$ cat src/amtc_pkg.sv
// Package of constants for the converter monitor and trigger control block.
package amtc_pkg;
  localparam int unsigned AMTC_ADDR_W = 8;
  localparam int unsigned AMTC_DATA_W = 32;
  localparam int unsigned AMTC_RES_W = 10;
  localparam int unsigned AMTC_NUM_RES = 8;
  localparam int unsigned AMTC_CLK_W = 4;
  // Register byte offsets.
  localparam logic [7:0] AMTC_OFS_MON0_CFG = 8'h00;
  localparam logic [7:0] AMTC_OFS_TRIG_CTRL = 8'h04;
  localparam logic [7:0] AMTC_OFS_CMP0 = 8'h08;
  localparam logic [7:0] AMTC_OFS_CONV_CLK = 8'h0c;
  localparam logic [7:0] AMTC_OFS_INT_STATUS = 8'h10;
  localparam logic [7:0] AMTC_OFS_INT_ENABLE = 8'h14;
  localparam logic [7:0] AMTC_OFS_INT_CLEAR = 8'h18;
  // Monitor 0 configuration fields.
  localparam int unsigned AMTC_MON0_EN_BIT = 0;
  localparam int unsigned AMTC_MON0_SEL_LSB = 1;
  localparam int unsigned AMTC_MON0_DIR_BIT = 5;
  localparam logic [5:0] AMTC_MON0_RESET = 6'h00;
  // Trigger control fields.
  localparam int unsigned AMTC_RST_LSB = 0;
  localparam int unsigned AMTC_NRM_EN_BIT = 4;
  localparam int unsigned AMTC_NRM_SRC_BIT = 5;
  localparam int unsigned AMTC_PRI_EN_BIT = 6;
  localparam int unsigned AMTC_PRI_SRC_BIT = 7;
  localparam logic [3:0] AMTC_TRIG_RESET = 4'h0;
  localparam logic [1:0] AMTC_RST_FIRST = 2'h2;
  localparam logic [1:0] AMTC_RST_SECOND = 2'h1;
  // Interrupt status bit positions.
  localparam int unsigned AMTC_IRQ_MON0 = 0;
  localparam int unsigned AMTC_IRQ_NRM = 1;
  localparam int unsigned AMTC_IRQ_PRI = 2;
  localparam int unsigned AMTC_IRQ_W = 3;
  localparam logic [9:0] AMTC_CMP_RESET = 10'h000;
  localparam logic [3:0] AMTC_CLK_RESET = 4'h0;
endpackage : amtc_pkg

$ cat src/amtc_mon_cmp.sv
// Value monitor comparator for one monitor channel.
`timescale 1ns/1ps
module amtc_mon_cmp #(
  parameter int unsigned RES_W = 10,
  parameter int unsigned NUM_RES = 8
) (
  input wire logic enable,
  input wire logic direction,
  input wire logic [3:0] source_select,
  input wire logic [RES_W-1:0] compare,
  input wire logic [NUM_RES-1:0] result_valid,
  input wire logic [NUM_RES*RES_W-1:0] result_data,
  input wire logic priority_valid,
  input wire logic [RES_W-1:0] priority_data,
  output logic hit
);
  import amtc_pkg::*;
  logic use_pri;
  logic [2:0] idx;
  logic sel_valid;
  logic [RES_W-1:0] sel_data;
  logic cond;

  initial begin
    if (NUM_RES != 8 || RES_W < 1) $error("amtc_mon_cmp: unsupported parameters");
  end

  assign use_pri = source_select[3];
  assign idx = source_select[2:0];
  assign sel_valid = use_pri ? priority_valid : result_valid[idx];
  assign sel_data = use_pri ? priority_data : result_data[idx*RES_W +: RES_W];
  assign cond = direction ? (sel_data > compare) : (sel_data < compare);
  assign hit = enable & sel_valid & cond;
endmodule : amtc_mon_cmp

$ cat src/amtc_top.sv
// Converter monitor 0 and hardware trigger control with register port.
//
// Our own choices: strobed register access and the register offsets.
`timescale 1ns/1ps
module amtc_top #(
  parameter int unsigned RES_W = amtc_pkg::AMTC_RES_W,
  parameter int unsigned NUM_RES = amtc_pkg::AMTC_NUM_RES
) (
  input wire logic clk,
  input wire logic resetn,
  input wire logic [amtc_pkg::AMTC_ADDR_W-1:0] addr,
  input wire logic [amtc_pkg::AMTC_DATA_W-1:0] wdata,
  input wire logic wr_en,
  input wire logic rd_en,
  output logic [amtc_pkg::AMTC_DATA_W-1:0] rdata,
  input wire logic ext_trig,
  input wire logic timer_match_nrm,
  input wire logic timer_match_pri,
  input wire logic [NUM_RES-1:0] result_valid,
  input wire logic [NUM_RES*RES_W-1:0] result_data,
  input wire logic priority_valid,
  input wire logic [RES_W-1:0] priority_data,
  output logic nrm_start,
  output logic pri_start,
  output logic mon0_irq_pulse,
  output logic conv_soft_reset,
  output logic [amtc_pkg::AMTC_CLK_W-1:0] conversion_clock_setting,
  output logic irq
);
  import amtc_pkg::*;

  initial begin
    if (NUM_RES != 8 || RES_W < 1 || RES_W > 16) $error("amtc_top: unsupported parameters");
  end

  // ----------------------------------------------------------------
  // Registers
  // ----------------------------------------------------------------
  logic monitor0_enable_reg;
  logic [3:0] monitor0_source_select_reg;
  logic monitor0_direction_reg;
  logic priority_hw_source_reg;
  logic priority_hw_trigger_enable_reg;
  logic normal_hw_source_reg;
  logic normal_hw_trigger_enable_reg;
  logic [RES_W-1:0] cmp0_reg;
  logic [AMTC_CLK_W-1:0] clk_set_reg;
  logic [AMTC_IRQ_W-1:0] status_reg;
  logic [AMTC_IRQ_W-1:0] irq_en_reg;
  logic rst_armed_reg;
  logic soft_rst_reg;
  logic mon0_pulse_reg;
  logic [AMTC_DATA_W-1:0] rdata_reg;

  // ----------------------------------------------------------------
  // Address decode
  // ----------------------------------------------------------------
  logic wr_mon0;
  logic wr_trig;
  logic wr_cmp;
  logic wr_clk;
  logic wr_ien;
  logic wr_iclr;
  logic [1:0] rst_code;
  logic rst_match;
  logic mon0_hit;
  logic [AMTC_IRQ_W-1:0] events;
  logic [AMTC_IRQ_W-1:0] clr_mask;
  logic [AMTC_DATA_W-1:0] rd_mux;

  assign wr_mon0 = wr_en && addr == AMTC_OFS_MON0_CFG;
  assign wr_trig = wr_en && addr == AMTC_OFS_TRIG_CTRL;
  assign wr_cmp = wr_en && addr == AMTC_OFS_CMP0;
  assign wr_clk = wr_en && addr == AMTC_OFS_CONV_CLK;
  assign wr_ien = wr_en && addr == AMTC_OFS_INT_ENABLE;
  assign wr_iclr = wr_en && addr == AMTC_OFS_INT_CLEAR;
  assign rst_code = wdata[AMTC_RST_LSB +: 2];
  assign rst_match = wr_trig && rst_armed_reg && rst_code == AMTC_RST_SECOND;

  // ----------------------------------------------------------------
  // Configuration registers
  // ----------------------------------------------------------------
  // A software reset clears everything except the conversion clock setting.
  always_ff @(posedge clk or negedge resetn) begin
    if (!resetn) begin
      monitor0_enable_reg <= AMTC_MON0_RESET[AMTC_MON0_EN_BIT];
      monitor0_source_select_reg <= AMTC_MON0_RESET[AMTC_MON0_SEL_LSB +: 4];
      monitor0_direction_reg <= AMTC_MON0_RESET[AMTC_MON0_DIR_BIT];
      priority_hw_source_reg <= AMTC_TRIG_RESET[3];
      priority_hw_trigger_enable_reg <= AMTC_TRIG_RESET[2];
      normal_hw_source_reg <= AMTC_TRIG_RESET[1];
      normal_hw_trigger_enable_reg <= AMTC_TRIG_RESET[0];
      cmp0_reg <= RES_W'(AMTC_CMP_RESET);
      irq_en_reg <= '0;
    end else if (soft_rst_reg) begin
      monitor0_enable_reg <= AMTC_MON0_RESET[AMTC_MON0_EN_BIT];
      monitor0_source_select_reg <= AMTC_MON0_RESET[AMTC_MON0_SEL_LSB +: 4];
      monitor0_direction_reg <= AMTC_MON0_RESET[AMTC_MON0_DIR_BIT];
      priority_hw_source_reg <= AMTC_TRIG_RESET[3];
      priority_hw_trigger_enable_reg <= AMTC_TRIG_RESET[2];
      normal_hw_source_reg <= AMTC_TRIG_RESET[1];
      normal_hw_trigger_enable_reg <= AMTC_TRIG_RESET[0];
      cmp0_reg <= RES_W'(AMTC_CMP_RESET);
      irq_en_reg <= '0;
    end else begin
      if (wr_mon0) begin
        monitor0_enable_reg <= wdata[AMTC_MON0_EN_BIT];
        monitor0_source_select_reg <= wdata[AMTC_MON0_SEL_LSB +: 4];
        monitor0_direction_reg <= wdata[AMTC_MON0_DIR_BIT];
      end
      if (wr_trig) begin
        priority_hw_source_reg <= wdata[AMTC_PRI_SRC_BIT];
        priority_hw_trigger_enable_reg <= wdata[AMTC_PRI_EN_BIT];
        normal_hw_source_reg <= wdata[AMTC_NRM_SRC_BIT];
        normal_hw_trigger_enable_reg <= wdata[AMTC_NRM_EN_BIT];
      end
      if (wr_cmp) begin
        cmp0_reg <= wdata[RES_W-1:0];
      end
      if (wr_ien) begin
        irq_en_reg <= wdata[AMTC_IRQ_W-1:0];
      end
    end
  end

  // The conversion clock setting survives the software reset.
  always_ff @(posedge clk or negedge resetn) begin
    if (!resetn) begin
      clk_set_reg <= AMTC_CLK_RESET;
    end else if (wr_clk) begin
      clk_set_reg <= wdata[AMTC_CLK_W-1:0];
    end
  end

  // ----------------------------------------------------------------
  // Two-step software reset sequencer
  // ----------------------------------------------------------------
  // Any write to the control register re-evaluates the arming state,
  // so the pair must be back to back among writes to that register.
  always_ff @(posedge clk or negedge resetn) begin
    if (!resetn) begin
      rst_armed_reg <= 1'b0;
      soft_rst_reg <= 1'b0;
    end else begin
      if (wr_trig) begin
        rst_armed_reg <= rst_code == AMTC_RST_FIRST;
      end else if (soft_rst_reg) begin
        rst_armed_reg <= 1'b0;
      end
      soft_rst_reg <= rst_match;
    end
  end

  // ----------------------------------------------------------------
  // Trigger paths
  // ----------------------------------------------------------------
  // Software keeps the external trigger on one conversion kind only;
  // if both select it, both kinds start from the same edge.
  amtc_trig_sel u_trig_nrm (
    .clk(clk),
    .resetn(resetn),
    .ext_trig(ext_trig),
    .timer_match(timer_match_nrm),
    .source_sel(normal_hw_source_reg),
    .enable(normal_hw_trigger_enable_reg),
    .start(nrm_start)
  );

  amtc_trig_sel u_trig_pri (
    .clk(clk),
    .resetn(resetn),
    .ext_trig(ext_trig),
    .timer_match(timer_match_pri),
    .source_sel(priority_hw_source_reg),
    .enable(priority_hw_trigger_enable_reg),
    .start(pri_start)
  );

  // ----------------------------------------------------------------
  // Monitor 0
  // ----------------------------------------------------------------
  amtc_mon_cmp #(
    .RES_W(RES_W),
    .NUM_RES(NUM_RES)
  ) u_mon0 (
    .enable(monitor0_enable_reg),
    .direction(monitor0_direction_reg),
    .source_select(monitor0_source_select_reg),
    .compare(cmp0_reg),
    .result_valid(result_valid),
    .result_data(result_data),
    .priority_valid(priority_valid),
    .priority_data(priority_data),
    .hit(mon0_hit)
  );

  always_ff @(posedge clk or negedge resetn) begin
    if (!resetn) begin
      mon0_pulse_reg <= 1'b0;
    end else begin
      mon0_pulse_reg <= mon0_hit & ~soft_rst_reg;
    end
  end

  // ----------------------------------------------------------------
  // Interrupt status
  // ----------------------------------------------------------------
  assign events = {pri_start, nrm_start, mon0_pulse_reg};
  assign clr_mask = wr_iclr ? wdata[AMTC_IRQ_W-1:0] : '0;

  // A new event wins over a clear in the same cycle.
  always_ff @(posedge clk or negedge resetn) begin
    if (!resetn) begin
      status_reg <= '0;
    end else if (soft_rst_reg) begin
      status_reg <= '0;
    end else begin
      status_reg <= (status_reg & ~clr_mask) | events;
    end
  end

  // ----------------------------------------------------------------
  // Read port
  // ----------------------------------------------------------------
  always_comb begin
    rd_mux = '0;
    case (addr)
      AMTC_OFS_MON0_CFG: begin
        rd_mux[AMTC_MON0_EN_BIT] = monitor0_enable_reg;
        rd_mux[AMTC_MON0_SEL_LSB +: 4] = monitor0_source_select_reg;
        rd_mux[AMTC_MON0_DIR_BIT] = monitor0_direction_reg;
      end
      AMTC_OFS_TRIG_CTRL: begin
        rd_mux[AMTC_PRI_SRC_BIT] = priority_hw_source_reg;
        rd_mux[AMTC_PRI_EN_BIT] = priority_hw_trigger_enable_reg;
        rd_mux[AMTC_NRM_SRC_BIT] = normal_hw_source_reg;
        rd_mux[AMTC_NRM_EN_BIT] = normal_hw_trigger_enable_reg;
      end
      AMTC_OFS_CMP0: rd_mux[RES_W-1:0] = cmp0_reg;
      AMTC_OFS_CONV_CLK: rd_mux[AMTC_CLK_W-1:0] = clk_set_reg;
      AMTC_OFS_INT_STATUS: rd_mux[AMTC_IRQ_W-1:0] = status_reg;
      AMTC_OFS_INT_ENABLE: rd_mux[AMTC_IRQ_W-1:0] = irq_en_reg;
      default: rd_mux = '0;
    endcase
  end

  always_ff @(posedge clk or negedge resetn) begin
    if (!resetn) begin
      rdata_reg <= '0;
    end else begin
      rdata_reg <= rd_en ? rd_mux : '0;
    end
  end

  assign rdata = rdata_reg;
  assign mon0_irq_pulse = mon0_pulse_reg;
  assign conv_soft_reset = soft_rst_reg;
  assign conversion_clock_setting = clk_set_reg;
  assign irq = |(status_reg & irq_en_reg);
endmodule : amtc_top

$ cat src/amtc_trig_sel.sv
// Hardware trigger source selection and gating for one conversion kind.
`timescale 1ns/1ps
module amtc_trig_sel (
  input wire logic clk,
  input wire logic resetn,
  input wire logic ext_trig,
  input wire logic timer_match,
  input wire logic source_sel,
  input wire logic enable,
  output logic start
);
  import amtc_pkg::*;
  logic sync1_reg;
  logic sync2_reg;
  logic sync3_reg;
  logic ext_rise;
  logic selected;

  // The external pin is synchronised; rising edges are the trigger events.
  always_ff @(posedge clk or negedge resetn) begin
    if (!resetn) begin
      sync1_reg <= 1'b0;
      sync2_reg <= 1'b0;
      sync3_reg <= 1'b0;
    end else begin
      sync1_reg <= ext_trig;
      sync2_reg <= sync1_reg;
      sync3_reg <= sync2_reg;
    end
  end

  assign ext_rise = sync2_reg & ~sync3_reg;
  assign selected = source_sel ? timer_match : ext_rise;
  assign start = enable & selected;
endmodule : amtc_trig_sel
$ cat config.mk
export PLATFORM = sky130hd
export DESIGN_NAME = amtc_top
export DESIGN_NICKNAME = d
export VERILOG_FILES = /design/src/amtc_pkg.sv /design/src/amtc_mon_cmp.sv /design/src/amtc_top.sv /design/src/amtc_trig_sel.sv
export SDC_FILE = /design/constraint.sdc
export NUM_CORES = 1
export LEC_CHECK = 0
export ABC_AREA = 1
export BUFFER_PORTS_ARGS = -buffer_cell sky130_fd_sc_hd__buf_4
export CAP_MARGIN = 20
export CORE_ASPECT_RATIO = 1.1
export CORE_MARGIN = 2
export CORE_UTILIZATION = 37
export DETAILED_ROUTE_END_ITERATION = 10
export GPL_ROUTABILITY_DRIVEN = 0
export PLACE_DENSITY = 0.7
export SYNTH_ARGS = -nofsm -noshare
export SYNTH_HDL_FRONTEND = slang
export SYNTH_SLANG_ARGS = --single-unit
export TNS_END_PERCENT = 1
$ cat constraint.sdc
create_clock -name clk -period 2.16 [get_ports clk]
set_input_delay 0.216 -clock clk [delete_from_list [all_inputs] [get_ports clk]]
set_output_delay 0.216 -clock clk [all_outputs]
set_load 0.02 [all_outputs]
==> flow_summary_export.csv <==
group,metric,value,unit
outcome,run_status,"finished with violations",
outcome,violations_in_the_final_reports,"setup timing",
global_routing,total_overflow_reported_by_the_global_router,0,
power_and_ir_drop,p_seq_share,41.3,%
hold_path,worst_hold_path_type,"input pin to flip-flop",
synth,synth.cells.most_frequent,"sky130_fd_sc_hd__nand2_1 (100), sky130_fd_sc_hd__nor2_1 (59), sky130_fd_sc_hd__inv_1 (58), sky130_fd_sc_hd__nand3_1 (51), sky130_fd_sc_hd__o21ai_0 (48)",
synth,syn_area,3540,um^2
place,io_buffers,142,
critical_path,worst_ep_required_time,2.37,ns
final_layout,seqCellArea,1150,um^2
power_and_ir_drop,p_int,1.56,mW
critical_path,critical-path-top-delay-family,"simple AND/OR/NAND/NOR gates",
clocking,clock_latency,0.31,ns
place,detailedPlacementHpwl,8570,um
floorplanning,floorplan.die.height,107,um
timing,max-slew-margin-rel,61.7,%
global_routing,antenna_found_initial,0,
floorplanning,number_of_rows_created_at_floorplan,37,
place,pre_cts_ws,-0.104,ns
final_layout,multiInputGateArea,1930,um^2
timing,maxClockFrequency,447,MHz
timing,finalWorstPathRequiredPeriod,2.24,ns
floorplanning,die_w,97.3,um
critical_path,worstPathMaxFanout,24,
critical_path,worstSetupStartpoint,"monitor0_source_select_reg[0]$_DFFE_PN0P_",
clocking,post_cts.repair.setup_buffers,0,
routing,wirelength,10900,um
critical_path,critical-path-top-cell-by-count,"sky130_fd_sc_hd__nand2_1",
clocking,tritoncts_clock_tree,"built",
routing,detail_route.first_pass.iterations,5,
synth,synth_top_flop_cell,"sky130_fd_sc_hd__dfrtp_1",
routing,route.detailed.wl_per_inst,14.1,um
hold_path,hold_start,"ext_trig",
power_and_ir_drop,power_frac_comb,29.4,%
power_and_ir_drop,total_power,2.28,mW
final_layout,nNetsFinal,811,
power_and_ir_drop,clock_power_share,29.3,%
routing,postRouteAntennaNets,0,
synth,yosysWarningCount,0,
clocking,cts_root_buffer,"sky130_fd_sc_hd__clkbuf_8",
floorplanning,core_region_area,9350,um^2
synth,synth_cells,518,
global_routing,grt_first_pass_wirelength,17100,um
timing,holdWs,0.0133,ns
floorplanning,initial_core_utilization,37.9,%
synth,yosysMostFrequentCell,"sky130_fd_sc_hd__nand2_1",
critical_path,worst-setup-path-type,"flip-flop to flip-flop",
synth,synth.ff_latch_count,46,
synth,synth.avg_cell_area,6.84,um^2
routing,first_iter_violations,185,
timing,rsz0062_at_grt,"yes",
power_and_ir_drop,net-switching-power,0.718,mW
clocking,cts_made_buffers,5,
place,dpl_cell_area,4640,um^2
global_routing,maximum_number_of_pins_on_one_net_before_global_route_repair,49,
routing,remaining_drc_errors,0,
synth,synthArstFlopShare,100,%
final_layout,post-route-cell-area,4800,um^2
synth,number_of_flops_mapped_to_enable_cells_by_yosys,0,
final_layout,post_route_cells_drive_above_1_share,30.5,%
timing,fin_ws,-0.0758,ns
timing,worst_pin_slew,0.574,ns
timing,final-setup-viol-count,1,
power_and_ir_drop,power_density,475,nW/um^2
routing,detailroute.via_count,3818,
final_layout,num-fill-cells,939,
job,max_cap_violations,0,
final_layout,postLayoutCoreUtil,51.3,%
clocking,clkSlewWorstSetupHoldPaths,0.10,ns
place,placedCellCount,763,
critical_path,critical_path.n_buffers_inverters,1,
critical_path,crit_slowest_cell,"sky130_fd_sc_hd__dfrtp_2",
critical_path,worst_setup_path_start_kind,"flip-flop",
timing,setup-tns-final,-0.0758,ns
timing,timing.final.crit_share,104,%
floorplanning,top_level_ports,187,
power_and_ir_drop,swShare,31.5,%
final_layout,layout.cells.non_filler,773,
final_layout,area.growth.synth_to_final,35.5,%
critical_path,r2r-start,"monitor0_source_select_reg[0]$_DFFE_PN0P_",
critical_path,arrival_worst_endpoint,2.44,ns
critical_path,worstPathCellList,"clkbuf_16 > o21ai_1 > o211ai_1 > nand3_1 > nand2_1 > ha_1 > nand2_1 > nor2_1 > nand3_1 > nand3_1 > nand2_1 > nand2_1 > nor2_1",
power_and_ir_drop,power.ir.vdd_worst,0.349,mV
synth,yosys-top-cells-area,"sky130_fd_sc_hd__dfrtp_1 (32%), sky130_fd_sc_hd__nand2_1 (11%), sky130_fd_sc_hd__nand3_1 (7.2%)",
synth,yosysTopAreaCell,"sky130_fd_sc_hd__dfrtp_1",
power_and_ir_drop,static-leakage-power,2.53,nW
global_routing,global_route.usage.total,20.2,%
floorplanning,die_area,10400,um^2
critical_path,crit_path_max_incr_delay,0.51,ns
clocking,numClockSinks,46,
clocking,cts.htree.levels,2,
synth,netlist_cell_types,33,
timing,max_slew_violation_count,0,
timing,timing.clock.skew,0.00870,ns
global_routing,number_of_global_route_vias_before_repair,3556,
synth,synth_sequential_area_ratio,32.5,%
critical_path,critPathCaptureType,"flip-flop",
final_layout,antenna_cells_inserted,0,
synth,yosysTopAreaCellShare,32.5,%
timing,finalHoldViolCount,0,
clocking,clock_tree.buffer_depth,2,
routing,vias_per_cell,4.94,
==> routing by layer <==
metal	share of wire [%]	track usage (%)	up-vias
met4	2.0	5.95	0
li1	-	-	1898
met5	0	0	-
met1	41	25.5	1742
met3	6.7	2.48	19
met2	50	36.5	159
==> path summary, 6_finish.rpt <==
| path | slack (ns) | end | cells past startpoint |
|---|---|---|---|
| max in group asynchronous | 1.31 | monitor0_source_select_reg[0]$_DFFE_PN0P_ | 2 |
| worst max register to register | -0.08 | mon0_irq_pulse$_DFF_PN0_ | 13 |
| min in group asynchronous | 0.44 | conversion_clock_setting[1]$_DFFE_PN0P_ | 2 |
| worst max-delay path | -0.08 | mon0_irq_pulse$_DFF_PN0_ | 13 |
| worst min register to register | 0.36 | u_trig_pri.sync2_reg$_DFF_PN0_ | 0 |
| worst min-delay path | 0.01 | u_trig_pri.sync1_reg$_DFF_PN0_ | 1 |
==> kinds of logic (layout without fill, tap and decap cells) <==
logic type | count (synthesis) | in the layout | share of synthesized area, %
AND/OR/NAND/NOR | 235 | 235 | 30.0
AO/OA/AOI/OAI | 113 | 113 | 18.4
buffers and inverters | 113 | 230 | 15.5
flip-flops | 46 | 46 | 32.5
adder cells (fa/ha/maj) | 10 | 10 | 3.53
other | 1 | 22 | 0.106
==> cell type report <==
class,count,area share [%]
well taps,117,3.05
flip-flops and latches,46,24.0
repair buffers,155,25.0
clock buffers,5,1.43
clock inverters,3,0.912
inverters,67,5.40
multi-input cells,380,40.2
==> power by group through the flow <==
stage	Clock (mW)	Combinational, mW	Sequential (mW)
after global routing	0.711	0.750	0.948
after CTS	0.671	0.667	0.940
after detailed placement	0	0.658	0.956
after floorplan	0	0.379	0.953
final	0.669	0.671	0.942
after global placement	0	0.643	0.954
==> what timing repair did <==
item | 4_1_cts | 5_1_grt
hold endpoints to repair | 46 | 0
resized for setup | 5 | 3
endpoints found under the setup margin | 1 | 1
gates cloned | 0 | 1
hold buffers | 1 | 0
pin swaps | 0 | 2
==> placed cells by master (no fill, tap or decap), drive strengths merged <==
master,synthesis,routed
a21oi,24,24
a31oi,1,1
and2,2,2
buf,36,153
bufinv,0,1
clkbuf,10,6
clkinv,0,1
conb,1,22
dfrtp,46,46
dlygate4sd3,0,1
ha,10,10
inv,67,68
nand2,110,110
nand3,52,52
nand4,2,2
nor2,67,67
nor3,2,2
o211a,1,1
o211ai,18,18
o21ai,68,68
o31ai,1,1
Note: power is estimated with default switching activity, not from simulation.
